**src/common/adc_logger_map.svh**
```systemverilog
`ifndef ADC_LOGGER_MAP_SVH
`define ADC_LOGGER_MAP_SVH

// ----------------------------------------------------------------
// Clock and timing
// ----------------------------------------------------------------
`define CLK_MHZ              125
`define SPI_HALF_NS          500
`define SPI_HALF_CYCLES      ((`SPI_HALF_NS * `CLK_MHZ + 999) / 1000)
`define SAMPLE_PERIOD_MS     100
`define SAMPLE_PERIOD_CYCLES (`SAMPLE_PERIOD_MS * `CLK_MHZ * 1000)

// ----------------------------------------------------------------
// Shared bus select codes
// ----------------------------------------------------------------
`define SELECT_NONE               3'h0
`define CONVERTER_SELECT_CODE     3'h4
`define FIRST_MEMORY_SELECT_CODE  3'h5

// ----------------------------------------------------------------
// Converter frame
// ----------------------------------------------------------------
`define CONV_BITS        6'h11
`define CONV_START_BIT   14
`define CONV_SINGLE_BIT  13
`define CONV_CHAN_BIT    12
`define CONV_MSBF_BIT    11
`define SAMPLE_MASK      12'hFFF

// ----------------------------------------------------------------
// Memory frame
// ----------------------------------------------------------------
`define MEM_BITS         6'h20
`define MEM_WRITE_CMD    8'h02
`define MEM_READ_CMD     8'h03
`define MEM_DUMMY        8'h00
`define RECORD_COUNT     15'h07D0
`define NIBBLE_PAD       4'h0

`endif

```
**src/common/adc_logger_pkg.sv**
```systemverilog
package adc_logger_pkg;

    typedef enum logic [3:0] {
        S_IDLE,
        S_INIT_A,
        S_INIT_B,
        S_INIT_C,
        S_SELECT,
        S_SHIFT_LO,
        S_SHIFT_HI,
        S_DESEL,
        S_PUSH,
        S_WAIT
    } state_t;

    typedef enum logic [2:0] {
        STEP_CONV,
        STEP_WR0,
        STEP_WR1,
        STEP_RD0,
        STEP_RD1
    } step_t;

    typedef enum logic [1:0] {
        JOB_READ,
        JOB_RECORD,
        JOB_PLAY
    } job_t;

    typedef logic [12:0] sample_word_t;

    typedef struct packed {
        state_t       state;
        step_t        step;
        job_t         job;
        logic [2:0]   select;
        logic         sclk;
        logic         mosi;
        logic [31:0]  tx;
        logic [31:0]  rx;
        logic [5:0]   bits;
        logic [6:0]   div;
        logic         chan;
        logic [14:0]  index;
        logic [23:0]  wait_cnt;
        logic [11:0]  sample;
        logic         strobe;
        logic         init_done;
        logic         rec_done;
        logic         play_done;
        logic         push;
        logic         busy;
    } ctl_t;

    typedef struct packed {
        logic         head_valid;
        sample_word_t head;
        logic         tail_valid;
        sample_word_t tail;
    } pair_t;

endpackage : adc_logger_pkg

```
**src/hw/stream_pair_buffer.sv**
```systemverilog
`timescale 1ns/100ps
`include "adc_logger_map.svh"

module stream_pair_buffer
(
    input  wire logic                         clk,
    input  wire logic                         reset,
    input  wire logic                         in_valid,
    output logic                              in_ready,
    input  wire adc_logger_pkg::sample_word_t in_data,
    output logic                              out_valid,
    input  wire logic                         out_ready,
    output adc_logger_pkg::sample_word_t      out_data
);
    import adc_logger_pkg::*;

    pair_t r;
    pair_t next_r;

    // ------------------------------------------------------------
    // Two entries: head drives the output, tail absorbs a stall
    // ------------------------------------------------------------
    always_comb
    begin
        next_r = r;
        if (r.head_valid && out_ready)
        begin
            if (r.tail_valid)
            begin
                next_r.head       = r.tail;
                next_r.tail_valid = 1'b0;
            end
            else
            begin
                next_r.head_valid = 1'b0;
            end
        end
        if (in_valid && !r.tail_valid)
        begin
            if (!next_r.head_valid)
            begin
                next_r.head       = in_data;
                next_r.head_valid = 1'b1;
            end
            else
            begin
                next_r.tail       = in_data;
                next_r.tail_valid = 1'b1;
            end
        end
    end

    always_ff @(posedge clk or posedge reset)
    begin
        if (reset)
            r <= '0;
        else
            r <= next_r;
    end

    assign in_ready  = !r.tail_valid;
    assign out_valid = r.head_valid;
    assign out_data  = r.head;

endmodule : stream_pair_buffer

```
**src/hw/spi_adc_sample_logger.sv**
```systemverilog
`timescale 1ns/100ps
`include "adc_logger_map.svh"

// Notes on behaviour
// - Select code 4, then back to zero
// - One selected transaction per conversion
// - Seventeen clocks per conversion read
// - Zeros, start, single, channel, msb-first, zeros
// - Init: deselect, select, deselect, no clocks
// - No transaction before init completes
// - Record channel 0, then replay at rate
// - Record run captures 2000 samples
// - Low byte bank 0, nibble bank 1
// - Upper bank 1 nibble unused, ignored
// - Index spans 32768 entries per bank
// - Write: select, command 02, address, data
module spi_adc_sample_logger
#(
    parameter int unsigned SAMPLE_PERIOD = `SAMPLE_PERIOD_CYCLES
)
(
    input  wire logic                    clk,
    input  wire logic                    reset,
    input  wire logic                    init_req,
    input  wire logic                    read_req,
    input  wire logic                    read_channel,
    input  wire logic                    record_req,
    input  wire logic                    play_req,
    output logic                         init_done,
    output logic                         busy,
    output logic                         result_strobe,
    output logic [11:0]                  result_sample,
    output logic                         result_channel,
    output logic                         record_done,
    output logic                         play_done,
    output logic                         sample_valid,
    input  wire logic                    sample_ready,
    output adc_logger_pkg::sample_word_t sample_data,
    output logic [2:0]                   spi_select,
    output logic                         spi_clk,
    output logic                         spi_mosi,
    input  wire logic                    spi_miso
);
    import adc_logger_pkg::*;

    ctl_t r;
    ctl_t next_r;
    logic push_ready;
    logic tick;

    // ------------------------------------------------------------
    // Helpers
    // ------------------------------------------------------------
    function automatic logic [31:0] align(input logic [5:0] len, input logic [31:0] word);
        align = word << (6'h20 - len);
    endfunction : align

    function automatic logic [31:0] mem_word(input logic [7:0] cmd, input logic [14:0] idx,
                                             input logic [7:0] data);
        mem_word = {cmd, 1'b0, idx, data};
    endfunction : mem_word

    function automatic ctl_t launch(input ctl_t c, input step_t s);
        ctl_t o;
        o       = c;
        o.step  = s;
        o.state = S_SELECT;
        o.div   = 7'h00;
        o.rx    = '0;
        unique case (s)
            STEP_CONV:
            begin
                o.select = `CONVERTER_SELECT_CODE;
                o.bits   = `CONV_BITS;
                o.tx     = '0;
                o.tx[`CONV_START_BIT]  = 1'b1;
                o.tx[`CONV_SINGLE_BIT] = 1'b1;
                o.tx[`CONV_CHAN_BIT]   = c.chan;
                o.tx[`CONV_MSBF_BIT]   = 1'b1;
                o.tx     = align(`CONV_BITS, o.tx);
            end
            STEP_WR0:
            begin
                o.select = `FIRST_MEMORY_SELECT_CODE;
                o.bits   = `MEM_BITS;
                o.tx     = align(`MEM_BITS, mem_word(`MEM_WRITE_CMD, c.index, c.sample[7:0]));
            end
            STEP_WR1:
            begin
                o.select = `FIRST_MEMORY_SELECT_CODE + 3'h1;
                o.bits   = `MEM_BITS;
                o.tx     = align(`MEM_BITS, mem_word(`MEM_WRITE_CMD, c.index,
                                                     {`NIBBLE_PAD, c.sample[11:8]}));
            end
            STEP_RD0:
            begin
                o.select = `FIRST_MEMORY_SELECT_CODE;
                o.bits   = `MEM_BITS;
                o.tx     = align(`MEM_BITS, mem_word(`MEM_READ_CMD, c.index, `MEM_DUMMY));
            end
            STEP_RD1:
            begin
                o.select = `FIRST_MEMORY_SELECT_CODE + 3'h1;
                o.bits   = `MEM_BITS;
                o.tx     = align(`MEM_BITS, mem_word(`MEM_READ_CMD, c.index, `MEM_DUMMY));
            end
        endcase
        return o;
    endfunction : launch

    assign tick = (r.div == 7'(`SPI_HALF_CYCLES - 1));

    // ------------------------------------------------------------
    // Sequencer
    // ------------------------------------------------------------
    always_comb
    begin
        next_r           = r;
        next_r.strobe    = 1'b0;
        next_r.rec_done  = 1'b0;
        next_r.play_done = 1'b0;
        next_r.div       = tick ? 7'h00 : r.div + 7'h01;
        unique case (r.state)
            S_IDLE:
            begin
                next_r.div = 7'h00;
                if (init_req)
                begin
                    next_r.select = `SELECT_NONE;
                    next_r.state  = S_INIT_A;
                end
                else if (r.init_done && read_req)
                begin
                    next_r.job  = JOB_READ;
                    next_r.chan = read_channel;
                    next_r      = launch(next_r, STEP_CONV);
                end
                else if (r.init_done && record_req)
                begin
                    next_r.job   = JOB_RECORD;
                    next_r.chan  = 1'b0;
                    next_r.index = '0;
                    next_r       = launch(next_r, STEP_CONV);
                end
                else if (r.init_done && play_req)
                begin
                    next_r.job   = JOB_PLAY;
                    next_r.chan  = 1'b0;
                    next_r.index = '0;
                    next_r       = launch(next_r, STEP_RD0);
                end
            end
            S_INIT_A:
            begin
                if (tick)
                begin
                    next_r.select = `CONVERTER_SELECT_CODE;
                    next_r.state  = S_INIT_B;
                end
            end
            S_INIT_B:
            begin
                if (tick)
                begin
                    next_r.select = `SELECT_NONE;
                    next_r.state  = S_INIT_C;
                end
            end
            S_INIT_C:
            begin
                if (tick)
                begin
                    next_r.init_done = 1'b1;
                    next_r.state     = S_IDLE;
                end
            end
            S_SELECT:
            begin
                if (tick)
                begin
                    next_r.mosi  = r.tx[31];
                    next_r.state = S_SHIFT_LO;
                end
            end
            S_SHIFT_LO:
            begin
                if (tick)
                begin
                    next_r.sclk  = 1'b1;
                    next_r.rx    = {r.rx[30:0], spi_miso};
                    next_r.state = S_SHIFT_HI;
                end
            end
            S_SHIFT_HI:
            begin
                if (tick)
                begin
                    next_r.sclk = 1'b0;
                    next_r.tx   = {r.tx[30:0], 1'b0};
                    next_r.mosi = r.tx[30];
                    next_r.bits = r.bits - 6'h01;
                    if (r.bits == 6'h01)
                    begin
                        next_r.mosi   = 1'b0;
                        next_r.select = `SELECT_NONE;
                        next_r.state  = S_DESEL;
                    end
                    else
                    begin
                        next_r.state = S_SHIFT_LO;
                    end
                end
            end
            S_DESEL:
            begin
                if (tick)
                begin
                    unique case (r.step)
                        STEP_CONV:
                        begin
                            next_r.sample = r.rx[11:0] & `SAMPLE_MASK;
                            next_r.strobe = 1'b1;
                            if (r.job == JOB_RECORD)
                                next_r = launch(next_r, STEP_WR0);
                            else
                            begin
                                next_r.push  = 1'b1;
                                next_r.state = S_PUSH;
                            end
                        end
                        STEP_WR0:
                            next_r = launch(next_r, STEP_WR1);
                        STEP_WR1:
                        begin
                            next_r.index = r.index + 15'h0001;
                            if (r.index + 15'h0001 == `RECORD_COUNT)
                            begin
                                next_r.rec_done = 1'b1;
                                next_r.state    = S_IDLE;
                            end
                            else
                            begin
                                next_r.wait_cnt = 24'(SAMPLE_PERIOD - 1);
                                next_r.state    = S_WAIT;
                            end
                        end
                        STEP_RD0:
                        begin
                            next_r.sample[7:0] = r.rx[7:0];
                            next_r = launch(next_r, STEP_RD1);
                        end
                        STEP_RD1:
                        begin
                            next_r.sample[11:8] = r.rx[3:0];
                            next_r.strobe       = 1'b1;
                            next_r.push         = 1'b1;
                            next_r.state        = S_PUSH;
                        end
                    endcase
                end
            end
            S_PUSH:
            begin
                if (push_ready)
                begin
                    next_r.push = 1'b0;
                    if (r.job == JOB_READ)
                        next_r.state = S_IDLE;
                    else
                    begin
                        next_r.index = r.index + 15'h0001;
                        if (r.index + 15'h0001 == `RECORD_COUNT)
                        begin
                            next_r.play_done = 1'b1;
                            next_r.state     = S_IDLE;
                        end
                        else
                        begin
                            next_r.wait_cnt = 24'(SAMPLE_PERIOD - 1);
                            next_r.state    = S_WAIT;
                        end
                    end
                end
            end
            S_WAIT:
            begin
                next_r.wait_cnt = r.wait_cnt - 24'h000001;
                if (r.wait_cnt == 24'h000000)
                begin
                    if (r.job == JOB_RECORD)
                        next_r = launch(next_r, STEP_CONV);
                    else
                        next_r = launch(next_r, STEP_RD0);
                end
            end
        endcase
        next_r.busy = (next_r.state != S_IDLE);
    end

    always_ff @(posedge clk or posedge reset)
    begin
        if (reset)
        begin
            r       <= '0;
            r.state <= S_IDLE;
        end
        else
        begin
            r <= next_r;
        end
    end

    // ------------------------------------------------------------
    // Output stream buffer
    // ------------------------------------------------------------
    stream_pair_buffer u_buffer
    (
        .clk       (clk),
        .reset     (reset),
        .in_valid  (r.push),
        .in_ready  (push_ready),
        .in_data   ({r.chan, r.sample}),
        .out_valid (sample_valid),
        .out_ready (sample_ready),
        .out_data  (sample_data)
    );

    assign init_done      = r.init_done;
    assign busy           = r.busy;
    assign result_strobe  = r.strobe;
    assign result_sample  = r.sample;
    assign result_channel = r.chan;
    assign record_done    = r.rec_done;
    assign play_done      = r.play_done;
    assign spi_select     = r.select;
    assign spi_clk        = r.sclk;
    assign spi_mosi       = r.mosi;

endmodule : spi_adc_sample_logger

```
**config.mk**
```make
export PLATFORM = sky130hd
export DESIGN_NAME = spi_adc_sample_logger
export DESIGN_NICKNAME = d
export VERILOG_FILES = /design/src/common/adc_logger_pkg.sv /design/src/hw/stream_pair_buffer.sv /design/src/hw/spi_adc_sample_logger.sv
export VERILOG_INCLUDE_DIRS = /design/src /design/src/common
export SDC_FILE = /design/constraint.sdc
export NUM_CORES = 1
export LEC_CHECK = 0
export BUFFER_PORTS_ARGS = -buffer_cell sky130_fd_sc_hd__buf_2
export CORE_MARGIN = 2
export CORE_UTILIZATION = 57
export CTS_BUF_LIST = sky130_fd_sc_hd__clkbuf_8
export CTS_CLUSTER_SIZE = 25
export DETAILED_ROUTE_END_ITERATION = 6
export PLACE_DENSITY_LB_ADDON = 0.15
export SYNTH_ARGS = -nofsm -noshare
export SYNTH_HDL_FRONTEND = slang
export SYNTH_SLANG_ARGS = --single-unit
```
**constraint.sdc**
```tcl
create_clock -name clk -period 5.4 [get_ports clk]
set_clock_uncertainty 0.2 [all_clocks]
set_input_delay 1.08 -clock clk [delete_from_list [all_inputs] [get_ports clk]]
set_output_delay 1.08 -clock clk [all_outputs]
set_load 0.005 [all_outputs]
```
Word level (Yosys, flattened, before mapping)
Cells that the tools add are included.
{ "classes": {"add_sub_neg": 4, "n_eq_ne": 38, "muxes": 69, "bitwise": 4, "reduce_logical": 38} }
{ "ops": {"columns": ["cell", "count"], "rows": [
  ["two-way mux 149 bit", 5],
  ["case mux 88 bit (3 select lines)", 1],
  ["case mux 39 bit (4 select lines)", 1],
  ["two-way mux 144 bit", 1],
  ["two-way mux 143 bit", 1],
  ["two-way mux 137 bit", 1],
  ["case mux 32 bit (4 select lines)", 1],
  ["two-way mux 39 bit", 2],
  ["case mux 39 bit (2 select lines)", 1],
  ["case mux 12 bit (4 select lines)", 1],
  ["two-way mux 4 bit", 11],
  ["case mux 4 bit (10 select lines)", 1],
  ["case mux 13 bit (3 select lines)", 1],
  ["two-way mux 37 bit", 1],
  ["two-way mux 14 bit", 2],
  ["two-way mux 28 bit", 1],
  ["inequality test 2 bit, second input constant", 13],
  ["zero test 24 bit", 1],
  ["two-way mux 24 bit", 1],
  ["case mux 6 bit (4 select lines)", 1],
  ["case mux 8 bit (3 select lines)", 1],
  ["subtractor 24 x 1 -> 24 bit, second input constant", 1],
  ["AND reduction 7 bit", 3],
  ["AND reduction 10 bit", 2],
  ["other kinds (54)", 98]
]} }
{ "totals": {"ff_bits": 157, "inputBits": 9, "output_inout_bits": 37, "word_cells": 178} }

Depth between registers and ports, before layout
{ "depth": {"ltp_word": 7, "ltp_mapped": 10, "ltp_nobuf": 8} }

Cells and area by module
Synthesis repeated with hierarchy kept, for this count alone.
{ "unflattened": {"hier_cells": 866, "area_unflattened_um2": 8296.7} }
{ "modules_own_cells": {"columns": ["mod", "n_inst", "cells_each", "area_each_um2", "seq_area_each_um2"], "rows": [
  ["spi_adc_sample_logger", 1, 740, 6934.2, 3228.1],
  ["stream_pair_buffer", 1, 126, 1362.6, 700.7]
]} }

Worst setup path after synthesis
Ideal clock, no wire load.
{ "synth_timing": {"path_kind": "input to register", "from": "input port init_req", "to": "register r[45] in the netlist's numbering", "setup_ns": 0.134, "t_arrival_ns": 2.260, "required_ns": 5.066, "slack_ns": 2.807, "cell_stages": 7, "n_path_buf": 2, "path_cell_list": "clkbuf_1 -> nor4b_1 -> o211ai_1 -> a32o_1 -> buf_2 -> o21ai_0 -> o31ai_1"} }
{ "synth_via": {"elab_chain_len": 2} }
{ "synth_lines": {"columns": ["element", "line", "source"], "rows": [
  ["start, declared", "spi_adc_sample_logger.sv:24", "input wire logic init_req,"],
  ["inequality test 2 bit (no line)", null, null],
  ["AND reduction 10 bit (no line)", null, null],
  ["end signal, assigned", "spi_adc_sample_logger.sv:309", "r <= next_r;"],
  ["end, declared", "spi_adc_sample_logger.sv:46", "ctl_t r;"]
]} }
No other way between the ends.
A chain may end at the register's enable or synchronous reset.

Worst setup path after layout
{ "layout_timing": {"from": "register r[146] in the netlist's numbering", "to": "register r[123] in the netlist's numbering"} }
{ "layout_via": {"elab_chain_len": 3, "word_cells_on_any_way": 14, "cone_classes": "10 x eq/ne; 1 x mux; 3 x reduce/logical"} }
{ "layout_lines": {"columns": ["element", "line", "source"], "rows": [
  ["equality test 4 x 3 -> 1 bit (tied with other cells)", "spi_adc_sample_logger.sv:123", "unique case (r.state)"],
  ["inequality test 4 x 1 -> 1 bit (no line) (tied with other cells)", null, null],
  ["AND reduction 8 bit (no line)", null, null]
]} }
Several ways; a longest one is shown, not always the timed one.

==> metrics <==
synthesized flop and latch total=157; Req. time, crit path=5.49 ns; Synth Area in Simple Gates=0.186; CTS Sinks=roughly 160; post-route minimum period=approximately 3.1 ns; Synth cell types=between 70 and 80; Syn Nets=867; post-synthesis sequential area ratio=0.480; cts repair resizes=0; max cap viols=0; die height=124 um; Internal Power=~1.7 mW; Leak=about 4.1 nW; WL per Instance=approximately 19 um; clock root buffer master=clkbuf_8; Gate power share=0.015; fin nets=between 800 and 900; Synth area leader=dfrtp_1; average cell area after synthesis=9.62 sq um; Post-synth EDFFs=0; CTS tree=yes; Worst R2R Setup Slack=between 2 and 2.5 ns; Crit Path Category=register to register; worst vdd ir=~0.24 mV; startpoint types=register; final weighted congestion in routability-driven placement=0.968; Post-Synth XOR/XNOR Area=0.0246; setup TNS=0 ns; CTS Buf Count=17; DIE AREA=around 15000 sq um; global-route wire length before repair=~32000 um; Synth area leaders=dfrtp_1 48%, o21ai_0 5.6%, nand2_1 5.2%; P_sw=~0.48 mW; Non-Filler Instances=between 1000 and 1500; Max-slew headroom=0.235; worst slew pin tran=1.14 ns; ys flop type=dfrtp_1; Slew Viols, Final=0; post-synth top area share=0.480; warnings from Yosys=0; Routed Antenna Nets=0; maximum number of pins on one net before global-route repair=117; Net Sw Frac=0.224; Detailed Route Iter0 Violations=474; row count=43; share of power burned in the clock network=0.437; final hold viol count=0; Core Area=approximately 14000 sq um; Peak Freq=about 320 MHz; HP Class=register to register; Commonest cells post-synth=157 x dfrtp_1, 114 x nand2_1, 92 x o21ai_0, 59 x nor2_1, 34 x a21oi_1; postcts setup bufs=0; total grt overflow=0; DRC=0; count leader, synth=dfrtp_1; Final setup viols=0; largest family of logic cells by synthesized area=simple AND/OR/NAND/NOR gates; All-Layer GR Usage=0.268; Flop pwr share=0.549; Cell Area, Synth=approximately 8200 sq um; Async S/R FF share, synth=1.00; Top-Level Pins=46; mux share of post-synthesis cell area=0.0590; dpl cells=a little over 1000; Vias=approximately 6400; RSZ-0062 raised after global routing=no; H-tree depth reported by CTS=4; fin crit share=0.583; clock tree buffer depth=2; adder-cell share of the synthesized area=0.0119; Post-Synthesis Cells=~850; Worst EP arrival=around 3.2 ns; outcome=finished, final reports clean; clock-pin slew on the worst setup and hold paths=approximately 0.080 ns; layout cells sized above 1=0.152; vias in the first global route=6109; hpwl dp=about 14000 um; post-route core utilization=0.626; Area Overhead vs Synth=6.59%; Synth Area in Compound Gates=0.182; Die W=about 120 um; ANT cells=0; Setup crit end kind=register; port bufs=45; Pwr per Cell Area=roughly 250 nW/um^2; initial antenna violation count=0; Vias/cell=slightly above 6; Crit Path Max Fanout=23; first drt pass iteration count=5; latest clock arrival within the worst-skew pair=0.46 ns; starting density of the core=0.587; CTS Hold Bufs=0; final WL=19400 um
==> registers in the layout, indices dropped and copies added, names as in the netlist, 3 cells and up <==
register	cells
u_buffer.r	14
result_sample	12
u_buffer.out_data	13
r	106
spi_select	3
==> metrics by stage <==
stage / setup WS, ns / area, sq um / hold WS [ns] / power [mW]
global route: 2.04 / 8720 / 0.315 / 2.22
global placement: 2.28 / 8300 / 0.253 / 1.23
detailed placement: 2.23 / 8300 / 0.263 / 1.23
floorplan: 2.13 / 8190 / 0.237 / 1.22
finish: 2.25 / 8720 / 0.279 / 2.14
CTS: 2.31 / 8720 / 0.283 / 2.16
==> cells in the final DEF, fill, tap and decap left out, drive strengths merged, types with 6 or more instances in the layout <==
cell      n
dfrtp   157
nand2   114
o21ai    96
nor2     59
buf      51
a21oi    34
mux2     26
nand3    25
a22oi    22
mux2i    19
clkbuf   19
a22o     18
inv      18
o31ai    16
nor3     16
xor2     13
nor4     13
nand4    11
xnor2    10
nand2b   10
and2      8
a31oi     7
ha        7
and3      6
==> power groups by stage <==
stage	Sequential, mW	Combinational (mW)	Clock [mW]
6_report	1.18	0.0319	0.936
5_1_grt	1.18	0.0376	1.00
4_1_cts	1.18	0.0336	0.955
3_5_place_dp	1.20	0.0334	0
3_3_place_gp	1.20	0.0322	0
2_1_floorplan	1.20	0.0195	0
==> area by class of cell <==
| cell class | instances | area [sq um] |
|---|---|---|
| clock inverters | 13 | 164 |
| inverters | 15 | 60.1 |
| multi-input cells | 608 | 3800 |
| clock buffers | 19 | 262 |
| fillers | 1192 | 5210 |
| repair buffers | 51 | 283 |
| flip-flops and latches | 157 | 3930 |
| well taps | 180 | 225 |
==> cells by family (layout without fill, tap and decap cells) <==
| family | Yosys count | in the layout |
|---|---|---|
| compound gates | 232 | 232 |
| flops | 157 | 157 |
| xor+xnor | 23 | 23 |
| mux | 45 | 45 |
| buf+inv | 86 | 98 |
| simple gates | 300 | 300 |
| fa+ha+maj | 8 | 8 |
==> metal layers <==
metal / part of all wire / vias up / GRT usage
li1: - / 3042 / -
met1: 0.45 / 3159 / 0.374
met2: 0.48 / 198 / 0.420
met3: 0.052 / 35 / 0.0563
met4: 0.024 / 0 / 0.0895
met5: 0 / - / 0
==> worst max-delay path: stages (launching register included) <==
cell and delay (ns):
dfrtp_1 0.63, nor2_1 0.56, nand2_1 0.32, o22ai_1 0.32
a21oi_1 0.07, o21ai_1 0.61, o21ai_0 0.24
==> worst paths after layout <==
path	from	to	depth (start not counted)
worst max-delay path	r[146]$_DFF_PP0_	r[123]$_DFFE_PP0P_	6
worst min register to register	r[106]$_DFFE_PP0P_	r[106]$_DFFE_PP0P_	2
max in group asynchronous	reset	u_buffer.r[12]$_DFFE_PP0P_	3
min in group asynchronous	reset	r[60]$_DFF_PP0_	2
worst min-delay path	r[106]$_DFFE_PP0P_	r[106]$_DFFE_PP0P_	2
worst max register to register	r[146]$_DFF_PP0_	r[123]$_DFFE_PP0P_	6
Power figures use the tool's default switching activity.
